[src/logic/tdm_port_defines.svh]
`ifndef TDM_PORT_DEFINES_SVH
`define TDM_PORT_DEFINES_SVH
// Behaviour
// - interface type code 00 serial, 01 E1, 10 T1 picks each shared pin's function.
// - all port pins act only when external mode bit is 1.
// - E1 or T1 drives transmit signaling bits on the shared output.
// - serial drives shared output as clear-to-send at the software level.
// - two-clock mode samples data, sync and signaling with the receive clock.
// - one-clock mode ignores receive clock and uses transmit clock both ways.
// - clock arrangement bit 1 selects two-clock mode, 0 one-clock mode.
// - receive edge bit 1 latches on rising edge, 0 on falling edge.
// - high-speed mode takes receive clock and data only on port one.
// - two-clock aligns from receive sync; one-clock aligns from transmit sync.
// - E1 or T1 captures incoming signaling with the selected receive clock.
// - serial shows live request-to-send level in a read-only status bit.
// - receive data is sampled with the selected receive-side clock.
// - transmit edge bit 0 updates outputs rising, 1 falling; sync opposite edge.
// - global high-speed bit set to 1 selects high-speed operation.
`define IF_SERIAL 2'h0
`define IF_E1 2'h1
`define IF_T1 2'h2
`define TWO_CLOCKS 1'h1
`define RX_RISING 1'h1
`define TX_FALLING 1'h1
`define EXT_MODE 1'h1
`define HIGH_SPEED 1'h1
`define BUF_DEPTH 2
`endif

[src/logic/tdm_port_pkg.sv]
package tdm_port_pkg;
  typedef struct packed {
    logic data;
    logic sync;
    logic sig;
  } rx_bit_s;
  typedef struct packed {
    logic [1:0] if_type;
    logic two_clocks;
    logic rx_rising;
    logic tx_falling;
    logic cts_level;
  } port_cfg_s;
endpackage

[src/logic/tdm_port_receive_serial_interface.sv]
`timescale 1ns/1ps
`include "tdm_port_defines.svh"
module tdm_port_receive_serial_interface
  import tdm_port_pkg::*;
(
  // clock and reset
  input wire logic clk,
  input wire logic rst,
  // configuration
  input wire logic external_mode_select,
  input wire logic high_speed_select,
  input wire logic port_is_one,
  input wire port_cfg_s cfg,
  // line pins
  input wire logic rx_line_clock_in,
  input wire logic tx_line_clock_in,
  input wire logic rx_serial_data_in,
  input wire logic rx_frame_sync_in,
  input wire logic rx_signaling_or_request_to_send_in,
  input wire logic tx_frame_sync_in,
  output logic tx_signaling_or_clear_to_send_out,
  // transmit signaling source
  input wire logic tx_sig_bit,
  // receive stream out
  output rx_bit_s rx_out,
  output logic rx_out_valid,
  input wire logic rx_out_ready,
  // status
  output logic port_status_one,
  output logic frame_aligned
);
  typedef struct packed {
    logic [1:0] rclk_s;
    logic [1:0] tclk_s;
    logic [1:0] data_s;
    logic [1:0] sync_s;
    logic [1:0] sig_s;
    logic [1:0] txs_s;
    logic rclk_p;
    logic tclk_p;
    rx_bit_s [`BUF_DEPTH-1:0] buf_q;
    logic [1:0] cnt;
    logic wp;
    logic rp;
    logic out;
    logic rts;
    logic aligned;
    logic active_p;
  } state_s;

  state_s s_q;
  state_s s_d;

  // --------------------------------------------------
  // derived selections
  // --------------------------------------------------
  logic active;
  logic is_serial;
  logic two_clk;
  logic rx_clk_lvl;
  logic rx_clk_prev;
  logic rx_edge;
  logic tx_edge;
  logic tx_in_edge;
  logic buf_push;
  logic buf_pop;
  logic sync_now;
  rx_bit_s sample;

  function automatic logic edge_of(input logic cur, input logic prev, input logic rising);
    edge_of = rising ? (cur && !prev) : (!cur && prev);
  endfunction

  always_comb begin
    // pins live only in external mode; high speed uses port one alone
    active = (external_mode_select == `EXT_MODE) &&
             !((high_speed_select == `HIGH_SPEED) && !port_is_one);
    is_serial = (cfg.if_type == `IF_SERIAL);
    two_clk = (cfg.two_clocks == `TWO_CLOCKS);
    rx_clk_lvl = two_clk ? s_q.rclk_s[1] : s_q.tclk_s[1];
    rx_clk_prev = two_clk ? s_q.rclk_p : s_q.tclk_p;
    rx_edge = active && edge_of(rx_clk_lvl, rx_clk_prev, cfg.rx_rising == `RX_RISING);
    tx_edge = active &&
              edge_of(s_q.tclk_s[1], s_q.tclk_p, cfg.tx_falling != `TX_FALLING);
    tx_in_edge = active && edge_of(s_q.tclk_s[1], s_q.tclk_p, cfg.tx_falling == `TX_FALLING);
    // sync and signaling taken with the data sample
    sync_now = two_clk ? s_q.sync_s[1] : s_q.txs_s[1];
    sample.data = s_q.data_s[1];
    sample.sync = sync_now;
    sample.sig = is_serial ? 1'h0 : s_q.sig_s[1];
    buf_push = rx_edge && (s_q.cnt != 2'(`BUF_DEPTH));
    buf_pop = rx_out_valid && rx_out_ready;
  end

  // --------------------------------------------------
  // next state
  // --------------------------------------------------
  always_comb begin
    s_d = s_q;
    s_d.rclk_s = {s_q.rclk_s[0], rx_line_clock_in};
    s_d.tclk_s = {s_q.tclk_s[0], tx_line_clock_in};
    s_d.data_s = {s_q.data_s[0], rx_serial_data_in};
    s_d.sync_s = {s_q.sync_s[0], rx_frame_sync_in};
    s_d.sig_s = {s_q.sig_s[0], rx_signaling_or_request_to_send_in};
    s_d.txs_s = {s_q.txs_s[0], tx_frame_sync_in};
    s_d.rclk_p = s_q.rclk_s[1];
    s_d.tclk_p = s_q.tclk_s[1];
    s_d.active_p = active;
    if (buf_push) begin
      s_d.buf_q[s_q.wp] = sample;
      s_d.wp = ~s_q.wp;
    end
    if (buf_pop) begin
      s_d.rp = ~s_q.rp;
    end
    s_d.cnt = s_q.cnt + 2'(buf_push) - 2'(buf_pop);
    // alignment: two-clock from rx sync on rx edge, one-clock from tx sync
    if (!active) begin
      s_d.aligned = 1'h0;
    end else if (two_clk && rx_edge && s_q.sync_s[1]) begin
      s_d.aligned = 1'h1;
    end else if (!two_clk && tx_in_edge && s_q.txs_s[1]) begin
      s_d.aligned = 1'h1;
    end
    // shared output updated on the selected transmit edge
    if (!active) begin
      s_d.out = 1'h0;
    end else if (tx_edge) begin
      s_d.out = is_serial ? cfg.cts_level : tx_sig_bit;
    end
    s_d.rts = active && is_serial && s_q.sig_s[1];
  end

  always_ff @(posedge clk or posedge rst) begin
    if (rst) begin
      s_q <= '0;
    end else begin
      s_q <= s_d;
    end
  end

  // --------------------------------------------------
  // outputs
  // --------------------------------------------------
  assign rx_out = s_q.buf_q[s_q.rp];
  assign rx_out_valid = (s_q.cnt != 2'h0);
  assign tx_signaling_or_clear_to_send_out = s_q.out;
  assign port_status_one = s_q.rts;
  assign frame_aligned = s_q.aligned;
endmodule

[config.mk]
export PLATFORM = sky130hd
export DESIGN_NAME = tdm_port_receive_serial_interface
export DESIGN_NICKNAME = d
export VERILOG_FILES = /design/src/logic/tdm_port_pkg.sv /design/src/logic/tdm_port_receive_serial_interface.sv
export VERILOG_INCLUDE_DIRS = /design/src /design/src/logic
export SDC_FILE = /design/constraint.sdc
export NUM_CORES = 1
export LEC_CHECK = 0
export BUFFER_PORTS_ARGS = -buffer_cell sky130_fd_sc_hd__buf_2
export CORE_MARGIN = 1
export CORE_UTILIZATION = 41
export CTS_BUF_LIST = sky130_fd_sc_hd__clkbuf_16
export DETAILED_ROUTE_END_ITERATION = 10
export PLACE_DENSITY = 0.63
export SETUP_SLACK_MARGIN = 0.5
export SYNTH_ARGS = -nofsm -noshare
export SYNTH_HDL_FRONTEND = slang
export SYNTH_SLANG_ARGS = --single-unit
export TNS_END_PERCENT = 100
[constraint.sdc]
create_clock -name clk -period 2 [get_ports clk]
set_input_delay 0.2 -clock clk [delete_from_list [all_inputs] [get_ports clk]]
set_output_delay 0.2 -clock clk [all_outputs]
set_load 0.1 [all_outputs]
---- Word-level counts from Yosys, hierarchy flattened ----
Cells that the tools add are included.
operators by class
  add/subtract/negate cells ............... 2
  $mul .................................... 0
  div/mod/pow operators ................... 0
  $lt $le $gt $ge ......................... 3
  equal/unequal tests ..................... 3
  shift-type cells ........................ 0
  muxes and demuxes ....................... 18
  bitwise logic cells ..................... 2
  reduce and logical (&&, ||, !) cells .... 27
operators by type and width
  cell                number
  $logic_and 1x1->1   18
  $mux 1              13
  $mux 3              3
  $logic_not 1->1     7
  $bwmux 6            1
  $lt 1x2->1 const B  2
  $demux 3 s1         1
  $ne 3x1->1 const B  1
  $add 2x1->2         1
  $logic_not 2->1     1
  $ne 2x1->1 const B  1
  $ne 2x2->1 const B  1
  $not 1->1           2
  $reduce_bool 2->1   1
  $sub 2x1->2         1
  $ge 1x1->1 const B  1
storage, ports and cells
  register bits ........................... 27
  bits in latches ......................... 0
  bits in writable memories ............... 0
  memory bits (read-only) ................. 0
  input port bits ......................... 19
  logic and storage cells ................. 75
  memories kept ........................... 0

---- Longest topological paths before layout ----
Gate-level depths: netlist (run 1).
  depth after elaboration ................. 10
  depth in mapped cells ................... 8

---- Least setup slack after synthesis (run 1) ----
Ideal clock, no wire load.
  path kind ............................... register to register
  start point ............................. register s_q[7] in the netlist's numbering
  end point ............................... register s_q[7] in the netlist's numbering
  library setup time ...................... 0.123 ns
  arrival ................................. 1.892 ns
  required time ........................... 1.877 ns
  path slack .............................. -0.015 ns
  cell stages (with the launch flop) ...... 8
  buffers on the path ..................... 0
  clock period less this slack ............ 2.015 ns
  path through ............................ dfrtp_1 or2_2 and2_1 ha_1 inv_1 ha_1 xnor2_1 xnor2_1
RTL lines
  what                      RTL line                                  RTL
  start: declaration        tdm_port_receive_serial_interface.sv:51   state_s s_q;
  start signal: assignment  tdm_port_receive_serial_interface.sv:136  s_q <= '0;
  start signal: assignment  tdm_port_receive_serial_interface.sv:138  s_q <= s_d;

==> results of run 1 <==
[final cells by class]
cell class / count / area share, %
Timing Repair Buffer: 31 / 12.6
Multi-Input combinational cell: 48 / 32.1
Sequential cell: 27 / 46.5
Inverter: 3 / 0.774
Clock inverter: 1 / 0.258
Tap cell: 30 / 2.58
Clock buffer: 3 / 5.16
[how the worst max path moves through the flow]
stage	end	from	slack, ns	depth (start not counted)
2_1_floorplan	s_q[7]	s_d[14]	0.12	8
3_3_place_gp	s_q[7]	s_d[14]	0.09	8
3_5_place_dp	s_q[7]	s_d[14]	0.04	8
4_1_cts	s_q[7]	s_d[15]	0.07	8
5_1_grt	s_q[7]	s_d[15]	-0.03	8
6_report	s_q[7]	s_d[15]	0.09	8
[cell usage after synthesis]
cell type,n,area [um^2]
a21oi_1,1,5.00
a31oi_1,2,12.5
and2_1,1,6.26
and4b_4,1,13.8
and4bb_1,1,12.5
dfrtp_1,27,676
ha_1,2,25.0
inv_1,3,11.3
mux2_1,6,67.6
mux2_2,5,56.3
nand2_1,4,15.0
nand2b_1,3,18.8
nand3_1,1,5.00
nand3b_1,2,15.0
nor2_1,3,11.3
nor2b_1,1,6.26
nor3_2,1,10.0
nor3b_1,1,7.51
nor3b_2,1,12.5
nor4_2,1,12.5
nor4b_1,1,8.76
nor4bb_1,1,10.0
o211ai_1,1,7.51
o21ai_0,1,5.00
o22ai_1,1,6.26
or2_1,1,6.26
or2_2,1,6.26
xnor2_1,3,26.3
xor2_1,1,8.76
[critical path: stages (launching register included)]
cell and delay (ns):
dfrtp_1 0.42, nor4bb_4 0.32, nor4_4 0.08, or2_1 0.23, ha_1 0.30, inv_2 0.05, ha_4 0.15, xnor2_2 0.13
xnor2_1 0.12
[state kept, by name (all words and copies together) (netlist names)]
| name | flops |
|---|---|
| s_d | 8 |
| frame_aligned | 1 |
| s_q | 16 |
| tx_signaling_or_clear_to_send_out | 1 |
| port_status_one | 1 |
[metal layers]
layer  vias up  wire [um]
met4         0         10
met3         2         77
met2        19        934
li1        342          -
met1       360        802
met5         -          0
[what timing repair did]
action	CTS	global route
gates resized for setup	3	5
endpoints found under the setup margin	11	9
pin swaps	2	0
hold buffers	1	0
setup buffers	2	1
hold endpoints to repair	27	0
[cell families after synthesis]
logic type	synth area share (%)
XOR/XNOR	3.23
AND/OR/NAND/NOR	16.4
multiplexers	11.4
buffers and inverters	1.04
adder cells (fa/ha/maj)	2.31
flip-flops	62.3
AO/OA/AOI/OAI	3.34
[report_power, final]
part           internal (uW)  switching (uW)
clock network            267             173
logic                    292             568
registers                666            84.8
[per-stage QoR]
| stage | worst slack, ns | utilization, % | total power, uW | area (um^2) | cells |
|---|---|---|---|---|---|
| 2_1_floorplan | 0.117 | - | 1410 | 1130 | 78 |
| 3_3_place_gp | 0.0858 | 52.8 | 1510 | 1310 | 135 |
| 3_5_place_dp | 0.0450 | 52.8 | 1530 | 1310 | 135 |
| 4_1_cts | 0.0689 | 57.3 | 2030 | 1420 | 142 |
| 5_1_grt | -0.0343 | 58.7 | 2160 | 1460 | 143 |
| 6_report | 0.0894 | 58.7 | 2050 | 1460 | 143 |
==> impl_metrics.csv, run 1 <==
group,metric,value,unit
global_route,first_global_vias,690,
sta,finalCritPeriodShare,95.5,%
routing,drt_iter0_drc,6,
pwr,powerDensity,1410,nW/um^2
worst_setup_path,reg2reg_from,"s_d[15]",
sta,rsz0062_at_grt,"true",
sta,hold_viol,0,
clock_tree,cts_tree,"yes",
global_route,met2_usage,24.6,%
hold_path,hold_path_startpoint,"rx_serial_data_in",
status,status,"completed",
sta,post-route-min-period,1.91,ns
worst_setup_path,rrSetupSlack,0.09,ns
sta,setup_violations,0,
routing,drt_wl_total,1.83,mm
floorplan,dieHeight,53.4,um
final_layout,diodes,0,
final_layout,multi_input_area,467,um^2
hold_path,min_path_type,"input port to flop",
logic_synthesis,avgSynthCellArea,13.9,um^2
sta,fmax,523,MHz
worst_setup_path,crit_fanout,3,
sta,finClkSkew,0.00115,ns
worst_setup_path,r2r_end,"s_q[7]",
logic_synthesis,seq_area_frac_synth,62.3,%
worst_setup_path,start_kind,"flop",
worst_setup_path,critical_path_class,"flop to flop",
pwr,ir_worst_vdd,0.00148,V
final_layout,final_common_cell,"dfrtp_1",
logic_synthesis,ys_warn_count,0,
sta,maxSlewViolCount,0,
final_layout,finalNetCount,135,
global_route,grt-busiest-layer,"met2",
worst_setup_path,cp.arrival,2.06,ns
routing,wire_per_inst,12.8,um
routing,vias_per_cell,5.06,
clock_tree,clock-sinks,27,
routing,drt_pass1_iterations,4,
logic_synthesis,ys_ff_latch,27,
job,maxCapViolations,0,
final_layout,final_cell_mix,"26 x dfrtp_1, 22 x buf_2, 7 x buf_4",
final_layout,area_delta_synth_final,34.1,%
final_layout,fillCellCount,211,
placed_design,gp_congestion,0.711,
final_layout,regArea,677,um^2
floorplan,rows,18,
global_route,overflow,0,
worst_setup_path,reg2regPathDepth,8,
sta,setup-tns-final,0,ns
logic_synthesis,synthCells,78,
hold_path,holdPathStages,1,
routing,drc,0,
clock_tree,insertion_delay,0.26,ns
floorplan,start_util,43.8,%
floorplan,floorplan.die_area,2860,um^2
clock_tree,clk_path_buf_depth,2,
global_route,grt.total_usage,15.2,%
logic_synthesis,synth.distinct_cells,29,
logic_synthesis,synth_nets,99,
sta,worst_pin_slew,0.486,ns
sta,hold_slack,0.0441,ns
routing,ant_nets,0,
clock_tree,htreeDepth,1,
routing,via_count,723,
floorplan,die_x,53.4,um
worst_setup_path,endpoint_kind,"flop",
clock_tree,cts_made_buffers,3,
global_route,grt_pass1_wl,3.01,mm
sta,slew_headroom,67.8,%
clock_tree,clkTransAtPathRegs,0.06,ns
global_route,grt_start_max_net_pins,28,
global_route,grt_util_met3,2.59,%
clock_tree,clockRootBuffer,"clkbuf_16",
pwr,p_leak,0.000685,uW
placed_design,io_buffer_count,25,
worst_setup_path,required,2.14,ns
global_route,met1_usage,19.3,%
global_route,antenna_found_initial,0,
floorplan,coreArea,2480,um^2
hold_path,hold_path_end,"s_d[23]",
final_layout,drive_above_1_share,44.2,%
logic_synthesis,netlist_area,1080,um^2
floorplan,io_pins,26,
No activity file was read; power rests on OpenSTA's default activity.
==> inputs of run 2 (changes only) <==
ABC_AREA = 1   (was default)
clock period = 1.64 ns   (was 2 ns; I/O delays follow)
==> impl_metrics.csv, run 2 <==
group,metric,value,unit
clock_tree,clkTransAtPathRegs,0.07,ns
job,maxCapViolations,0,
floorplan,dieHeight,55.2,um
worst_setup_path,reg2reg_from,"s_d[14]",
logic_synthesis,seq_area_frac_synth,58.3,%
sta,maxSlewViolCount,0,
placed_design,io_buffer_count,25,
final_layout,final_cell_mix,"23 x dfrtp_1, 19 x buf_2, 15 x nand2_1",
routing,top_layer,"met4",
routing,drt_iter0_drc,1,
clock_tree,clock-sinks,27,
sta,worst_pin_slew,0.329,ns
pwr,p_sw,1200,uW
pwr,swShare,40.6,%
final_layout,area_delta_synth_final,48.9,%
global_route,grt.total_usage,15.2,%
final_layout,largest_register_ffs,16,
logic_synthesis,synth_top_area_cell,"dfrtp_1",
floorplan,coreArea,2570,um^2
routing,drt_pass1_iterations,4,
worst_setup_path,crit_path_max_incr_delay,0.45,ns
sta,rsz0062_at_grt,"true",
logic_synthesis,yosysMostFrequentCell,"dfrtp_1",
worst_setup_path,reg2regPathDepth,10,
clock_tree,htreeDepth,1,
final_layout,drive_above_1_share,49.0,%
hold_path,holdPathStages,2,
placed_design,dp_hpwl,1.38,mm
worst_setup_path,r2r_end,"s_q[7]",
floorplan,start_util,45.2,%
floorplan,io_pins,26,
logic_synthesis,ys_warn_count,0,
clock_tree,clk_path_buf_depth,2,
pwr,powerDensity,1710,nW/um^2
global_route,overflow,0,
routing,drt_wl_total,2.08,mm
clock_tree,clockRootBuffer,"clkbuf_16",
clock_tree,insertion_delay,0.26,ns
pwr,ir_worst_vdd,0.00148,V
final_layout,fillCellCount,207,
final_layout,finalNetCount,179,
worst_setup_path,crit_family,"flip-flops",
hold_path,hold_path_startpoint,"cfg[4]",
worst_setup_path,path_cells,"inv_2, nand3_2, nand3_2, nand2_4, nor2_8, nand2_4, ha_4, inv_2, ha_4, xnor2_1",
logic_synthesis,netlist_area,1160,um^2
routing,ant_nets,0,
logic_synthesis,synthCells,108,
routing,route.met2.wl,1.08,mm
sta,hold_viol,0,
logic_synthesis,synth_nets,129,
floorplan,floorplan.die_area,3050,um^2
clock_tree,cts_made_buffers,3,
pwr,p_leak,0.000870,uW
logic_synthesis,synth_commonest_cells,"27 x dfrtp_1, 20 x nand2_1, 16 x inv_1",
floorplan,rows,18,
pwr,seq_power_share,31.9,%
routing,via_count,879,
pwr,internal-power,1750,uW
routing,wl_met1,921,um
pwr,combPwrFrac,49.2,%
routing,wl_met3,66,um
logic_synthesis,yosys-top-cells-area,"dfrtp_1 58%, nand2_1 6.5%, inv_1 5.2%",
sta,post-route-min-period,1.57,ns
sta,finClkSkew,0.00438,ns
hold_path,min_path_type,"input port to flop",
logic_synthesis,async_flop_share,100,%
routing,wire_per_inst,11.1,um
logic_synthesis,avgSynthCellArea,10.7,um^2
sta,fmax,637,MHz
hold_path,hold_path_end,"port_status_one",
worst_setup_path,path_buf_inv,2,
logic_synthesis,synth_top_area_share,58.3,%
final_layout,diodes,0,
logic_synthesis,synth.distinct_cells,25,
routing,vias_per_cell,4.70,
final_layout,final_common_cell,"dfrtp_1",
global_route,grt_pass1_wl,3.19,mm
worst_setup_path,cp.arrival,1.72,ns
routing,drc,0,
worst_setup_path,start_kind,"flop",
status,status,"completed",
worst_setup_path,critical_path_class,"flop to flop",
global_route,grt_start_max_net_pins,28,
final_layout,multi_input_area,492,um^2
sta,slew_headroom,78.1,%
final_layout,regMostFlops,"s_q",
worst_setup_path,rrSetupSlack,0.07,ns
logic_synthesis,ys.flop_type,"dfrtp_1",
final_layout,regArea,681,um^2
sta,finalCritPeriodShare,95.7,%
global_route,first_global_vias,784,
placed_design,gp_congestion,0.733,
pwr,fin_total_pwr,2940,uW
worst_setup_path,required,1.79,ns
logic_synthesis,synth_enable_flop_cells,0,
floorplan,die_x,55.2,um
clock_tree,cts_tree,"yes",
global_route,antenna_found_initial,0,
logic_synthesis,ys_ff_latch,27,
worst_setup_path,endpoint_kind,"flop",
sta,setup_violations,0,
pwr,pwr-share-clk,18.9,%
worst_setup_path,crit_fanout,4,
sta,hold_slack,0.0730,ns
worst_setup_path,slowest_stage,"dfrtp_2",
## run 2: cell count changes in the layout (fill, tap and decap cells not counted), moves of 4 or more
| cell | previous run | this run |
|---|---|---|
| inv_1 | 3 | 14 |
| buf_12 | 0 | 4 |
| dlygate4sd3_1 | 1 | 7 |
| nand2_2 | 0 | 7 |
| inv_2 | 1 | 5 |
| nand2_1 | 4 | 15 |
| nand4_1 | 0 | 7 |
| mux2_1 | 6 | 0 |
| buf_4 | 7 | 14 |
| mux2_2 | 5 | 0 |
## run 2: worst max-delay path by stage
stage | startpoint | slack [ns] | cells past startpoint | endpoint
after floorplan | s_d[14] | 0.02 | 10 | s_q[7]
after global placement | s_d[14] | 0.10 | 10 | s_q[7]
after detailed placement | s_d[14] | 0.08 | 10 | s_q[7]
after CTS | s_q[14] | 0.09 | 10 | s_q[7]
after global routing | s_d[14] | -0.02 | 10 | s_q[7]
final | s_d[14] | 0.07 | 10 | s_q[7]
## run 2: area by class of cell
| type | count | area share (%) |
|---|---|---|
| clock buffer | 3 | 4.35 |
| timing repair buffer | 45 | 20.9 |
| multi-input combinational | 62 | 28.5 |
| inverter | 19 | 4.13 |
| sequential | 27 | 39.4 |
| tap | 30 | 2.17 |
| clock inverter | 1 | 0.507 |
## run 2: what timing repair did
item | CTS | global route
gates resized for setup | 23 | 13
endpoints found under the setup margin | 17 | 15
hold buffers | 2 | 5
hold endpoints to repair | 28 | 5
setup buffers | 4 | 4
gates cloned | 1 | 0
pin swaps | 1 | 7
## run 2: stage by stage
stage	util [%]	setup WS [ns]	TNS [ns]	area (um^2)	cells
final	67.3	0.0709	0	1730	187
after global routing	67.3	-0.0178	-0.0178	1730	187
after CTS	62.4	0.0880	0	1600	178
after detailed placement	53.9	0.0785	0	1390	167
after global placement	53.9	0.103	0	1390	167
after floorplan	-	0.0168	0	1190	108
## run 2: cell families after synthesis
| family | synth area share, % |
|---|---|
| flip-flops | 58.3 |
| adder cells (fa/ha/maj) | 2.16 |
| buffers and inverters | 6.15 |
| AND/OR/NAND/NOR | 23.2 |
| multiplexers | 2.91 |
| AO/OA/AOI/OAI | 5.07 |
| XOR/XNOR | 2.27 |
## run 2: power by group through the flow
stage / registers, uW / logic [uW] / clock network (uW)
finish: 941 / 1450 / 557
global route: 960 / 1540 / 604
CTS: 933 / 1370 / 572
detailed placement: 945 / 1080 / 0
global placement: 937 / 1060 / 0
floorplan: 951 / 886 / 0
## run 2: layer usage
layer / track usage (%) / up-vias
met5: 0 / -
met4: 3.75 / 0
met3: 4.92 / 2
met2: 26.3 / 16
met1: 18.3 / 414
li1: - / 447
## run 2: worst register-to-register path, cell delays in order, from the launching register on
cell     delay, ns
dfrtp_2       0.45
inv_2         0.07
nand3_2       0.06
nand3_2       0.09
nand2_4       0.07
nor2_8        0.12
nand2_4       0.06
ha_4          0.26
inv_2         0.03
ha_4          0.14
xnor2_1       0.11
==> inputs of run 3 (changes only) <==
CORE_MARGIN = 4   (was 1)
==> impl_metrics.csv, run 3 (synthesis results as in run 2) <==
group,metric,value,unit
sta,finClkSkew,0.00293,ns
routing,wire_per_inst,12.4,um
worst_setup_path,rrSetupSlack,0.07,ns
final_layout,final_cell_mix,"24 x dfrtp_1, 19 x buf_4, 18 x buf_2",
clock_tree,clk_path_buf_depth,2,
routing,vias_per_cell,4.75,
sta,finalCritPeriodShare,95.8,%
routing,drt_pass1_iterations,4,
global_route,grt_pass1_wl,3.95,mm
placed_design,io_buffer_count,25,
pwr,powerDensity,1680,nW/um^2
global_route,overflow,0,
sta,rsz0062_at_grt,"true",
pwr,ir_worst_vdd,0.00183,V
sta,maxSlewViolCount,0,
hold_path,min_path_type,"input port to flop",
worst_setup_path,critical_path_class,"flop to flop",
final_layout,final_common_cell,"dfrtp_1",
clock_tree,cts_made_buffers,3,
clock_tree,htreeDepth,1,
floorplan,die_x,61.2,um
floorplan,rows,19,
routing,drt_wl_total,2.31,mm
worst_setup_path,startpoint,"s_d[14]",
routing,via_count,883,
placed_design,dpl_cell_area,1390,um^2
job,maxCapViolations,0,
pwr,p_leak,0.000866,uW
placed_design,dp_hpwl,1.51,mm
pwr,internal-power,1660,uW
status,status,"completed",
hold_path,hold_path_startpoint,"rx_frame_sync_in",
clock_tree,insertion_delay,0.26,ns
placed_design,pre_cts_slack,0.0753,ns
pwr,combPwrFrac,48.0,%
worst_setup_path,reg2reg_from,"s_d[14]",
clock_tree,cts_tree,"yes",
global_route,antenna_found_initial,0,
floorplan,start_util,42.4,%
sta,fmax,637,MHz
pwr,p_sw,1200,uW
worst_setup_path,required,1.78,ns
clock_tree,clock-sinks,27,
worst_setup_path,crit_fanout,4,
worst_setup_path,start_kind,"flop",
sta,hold_viol,0,
final_layout,area_delta_synth_final,46.8,%
routing,drt_iter0_drc,10,
final_layout,finalNetCount,177,
final_layout,final_area,1700,um^2
floorplan,coreArea,2730,um^2
sta,setup-tns-final,0,ns
floorplan,dieHeight,61.2,um
routing,drc,0,
global_route,grt_start_max_net_pins,28,
sta,worst_pin_slew,0.331,ns
final_layout,fillCellCount,216,
final_layout,drive_above_1_share,52.3,%
floorplan,io_pins,26,
sta,setup_ws,0.0697,ns
sta,post-route-min-period,1.57,ns
final_layout,regMostFlops,"s_q",
global_route,first_global_vias,901,
routing,ant_nets,0,
sta,slew_headroom,77.9,%
pwr,pwr-share-clk,19.1,%
final_layout,largest_register_ffs,16,
pwr,seq_power_share,32.9,%
worst_setup_path,endpoint_kind,"flop",
floorplan,floorplan.die_area,3740,um^2
clock_tree,clockRootBuffer,"clkbuf_16",
global_route,grt.total_usage,14.4,%
sta,setup_violations,0,
final_layout,utilization,62.3,%
pwr,swShare,42.0,%
placed_design,gp_congestion,0.918,
final_layout,diodes,0,
clock_tree,clkTransAtPathRegs,0.06,ns
worst_setup_path,cp.arrival,1.71,ns
-- run 3: cell types whose count changed in the layout (fill, tap and decap cells not counted), sizes merged --
cell | before | now
dlygate4sd3 | 7 | 1
clkinv | 0 | 1
buf | 38 | 41
bufbuf | 0 | 1
inv | 20 | 19
-- run 3: area by class of cell --
type | count | area (um^2) | area share [%]
multi-input combinational | 62 | 493 | 28.9
inverter | 19 | 71.3 | 4.19
clock buffer | 3 | 75.1 | 4.41
sequential | 27 | 679 | 39.9
timing repair buffer | 43 | 340 | 20.0
tap | 31 | 38.8 | 2.28
clock inverter | 1 | 5.00 | 0.294
-- run 3: final timing paths --
kind                                 end  cells past startpoint
max                               s_q[7]                     10
min                              s_d[21]                      1
max reg2reg                       s_q[7]                     10
min reg2reg                      s_d[14]                      0
max in group asynchronous  frame_aligned                      4
min in group asynchronous        s_d[23]                      4
-- run 3: what timing repair did --
action / in CTS / in global routing
hold endpoints to repair: 27 / 0
pin swaps: 2 / 9
hold buffers: 1 / 0
cloned: 1 / 0
endpoints found under the setup margin: 17 / 15
buffers inserted: 7 / 5
resized for setup: 26 / 5
-- run 3: power by group through the flow --
stage | Combinational, uW | Sequential [uW] | Clock (uW)
after floorplan | 886 | 951 | 0
after global placement | 1070 | 937 | 0
after detailed placement | 1080 | 946 | 0
after CTS | 1340 | 929 | 555
after global routing | 1470 | 962 | 585
final | 1370 | 942 | 545
-- run 3: layer usage --
metal / GRT usage [%] / up-vias / wire (um)
li1: - / 441 / -
met1: 18.2 / 421 / 945
met5: 0 / - / 0
met4: 3.72 / 0 / 34
met3: 3.77 / 4 / 111
met2: 24.6 / 17 / 1220
-- run 3: metrics by stage --
step / total power [uW] / std cells / hold WS, ns
floorplan: 1840 / 108 / 0.195
global placement: 2000 / 168 / 0.233
detailed placement: 2030 / 168 / 0.236
CTS: 2830 / 181 / 0.00543
global route: 3010 / 186 / 0.00569
finish: 2860 / 186 / 0.00725
-- run 3: critical path: stages, from the launching register on --
cell and delay, ns:
dfrtp_2 0.44, inv_2 0.07, nand3_2 0.06, nand3_2 0.09, nand2_4 0.06, nor2_8 0.12, nand2_4 0.06, ha_4 0.25
inv_2 0.04, ha_4 0.14, xnor2_1 0.11
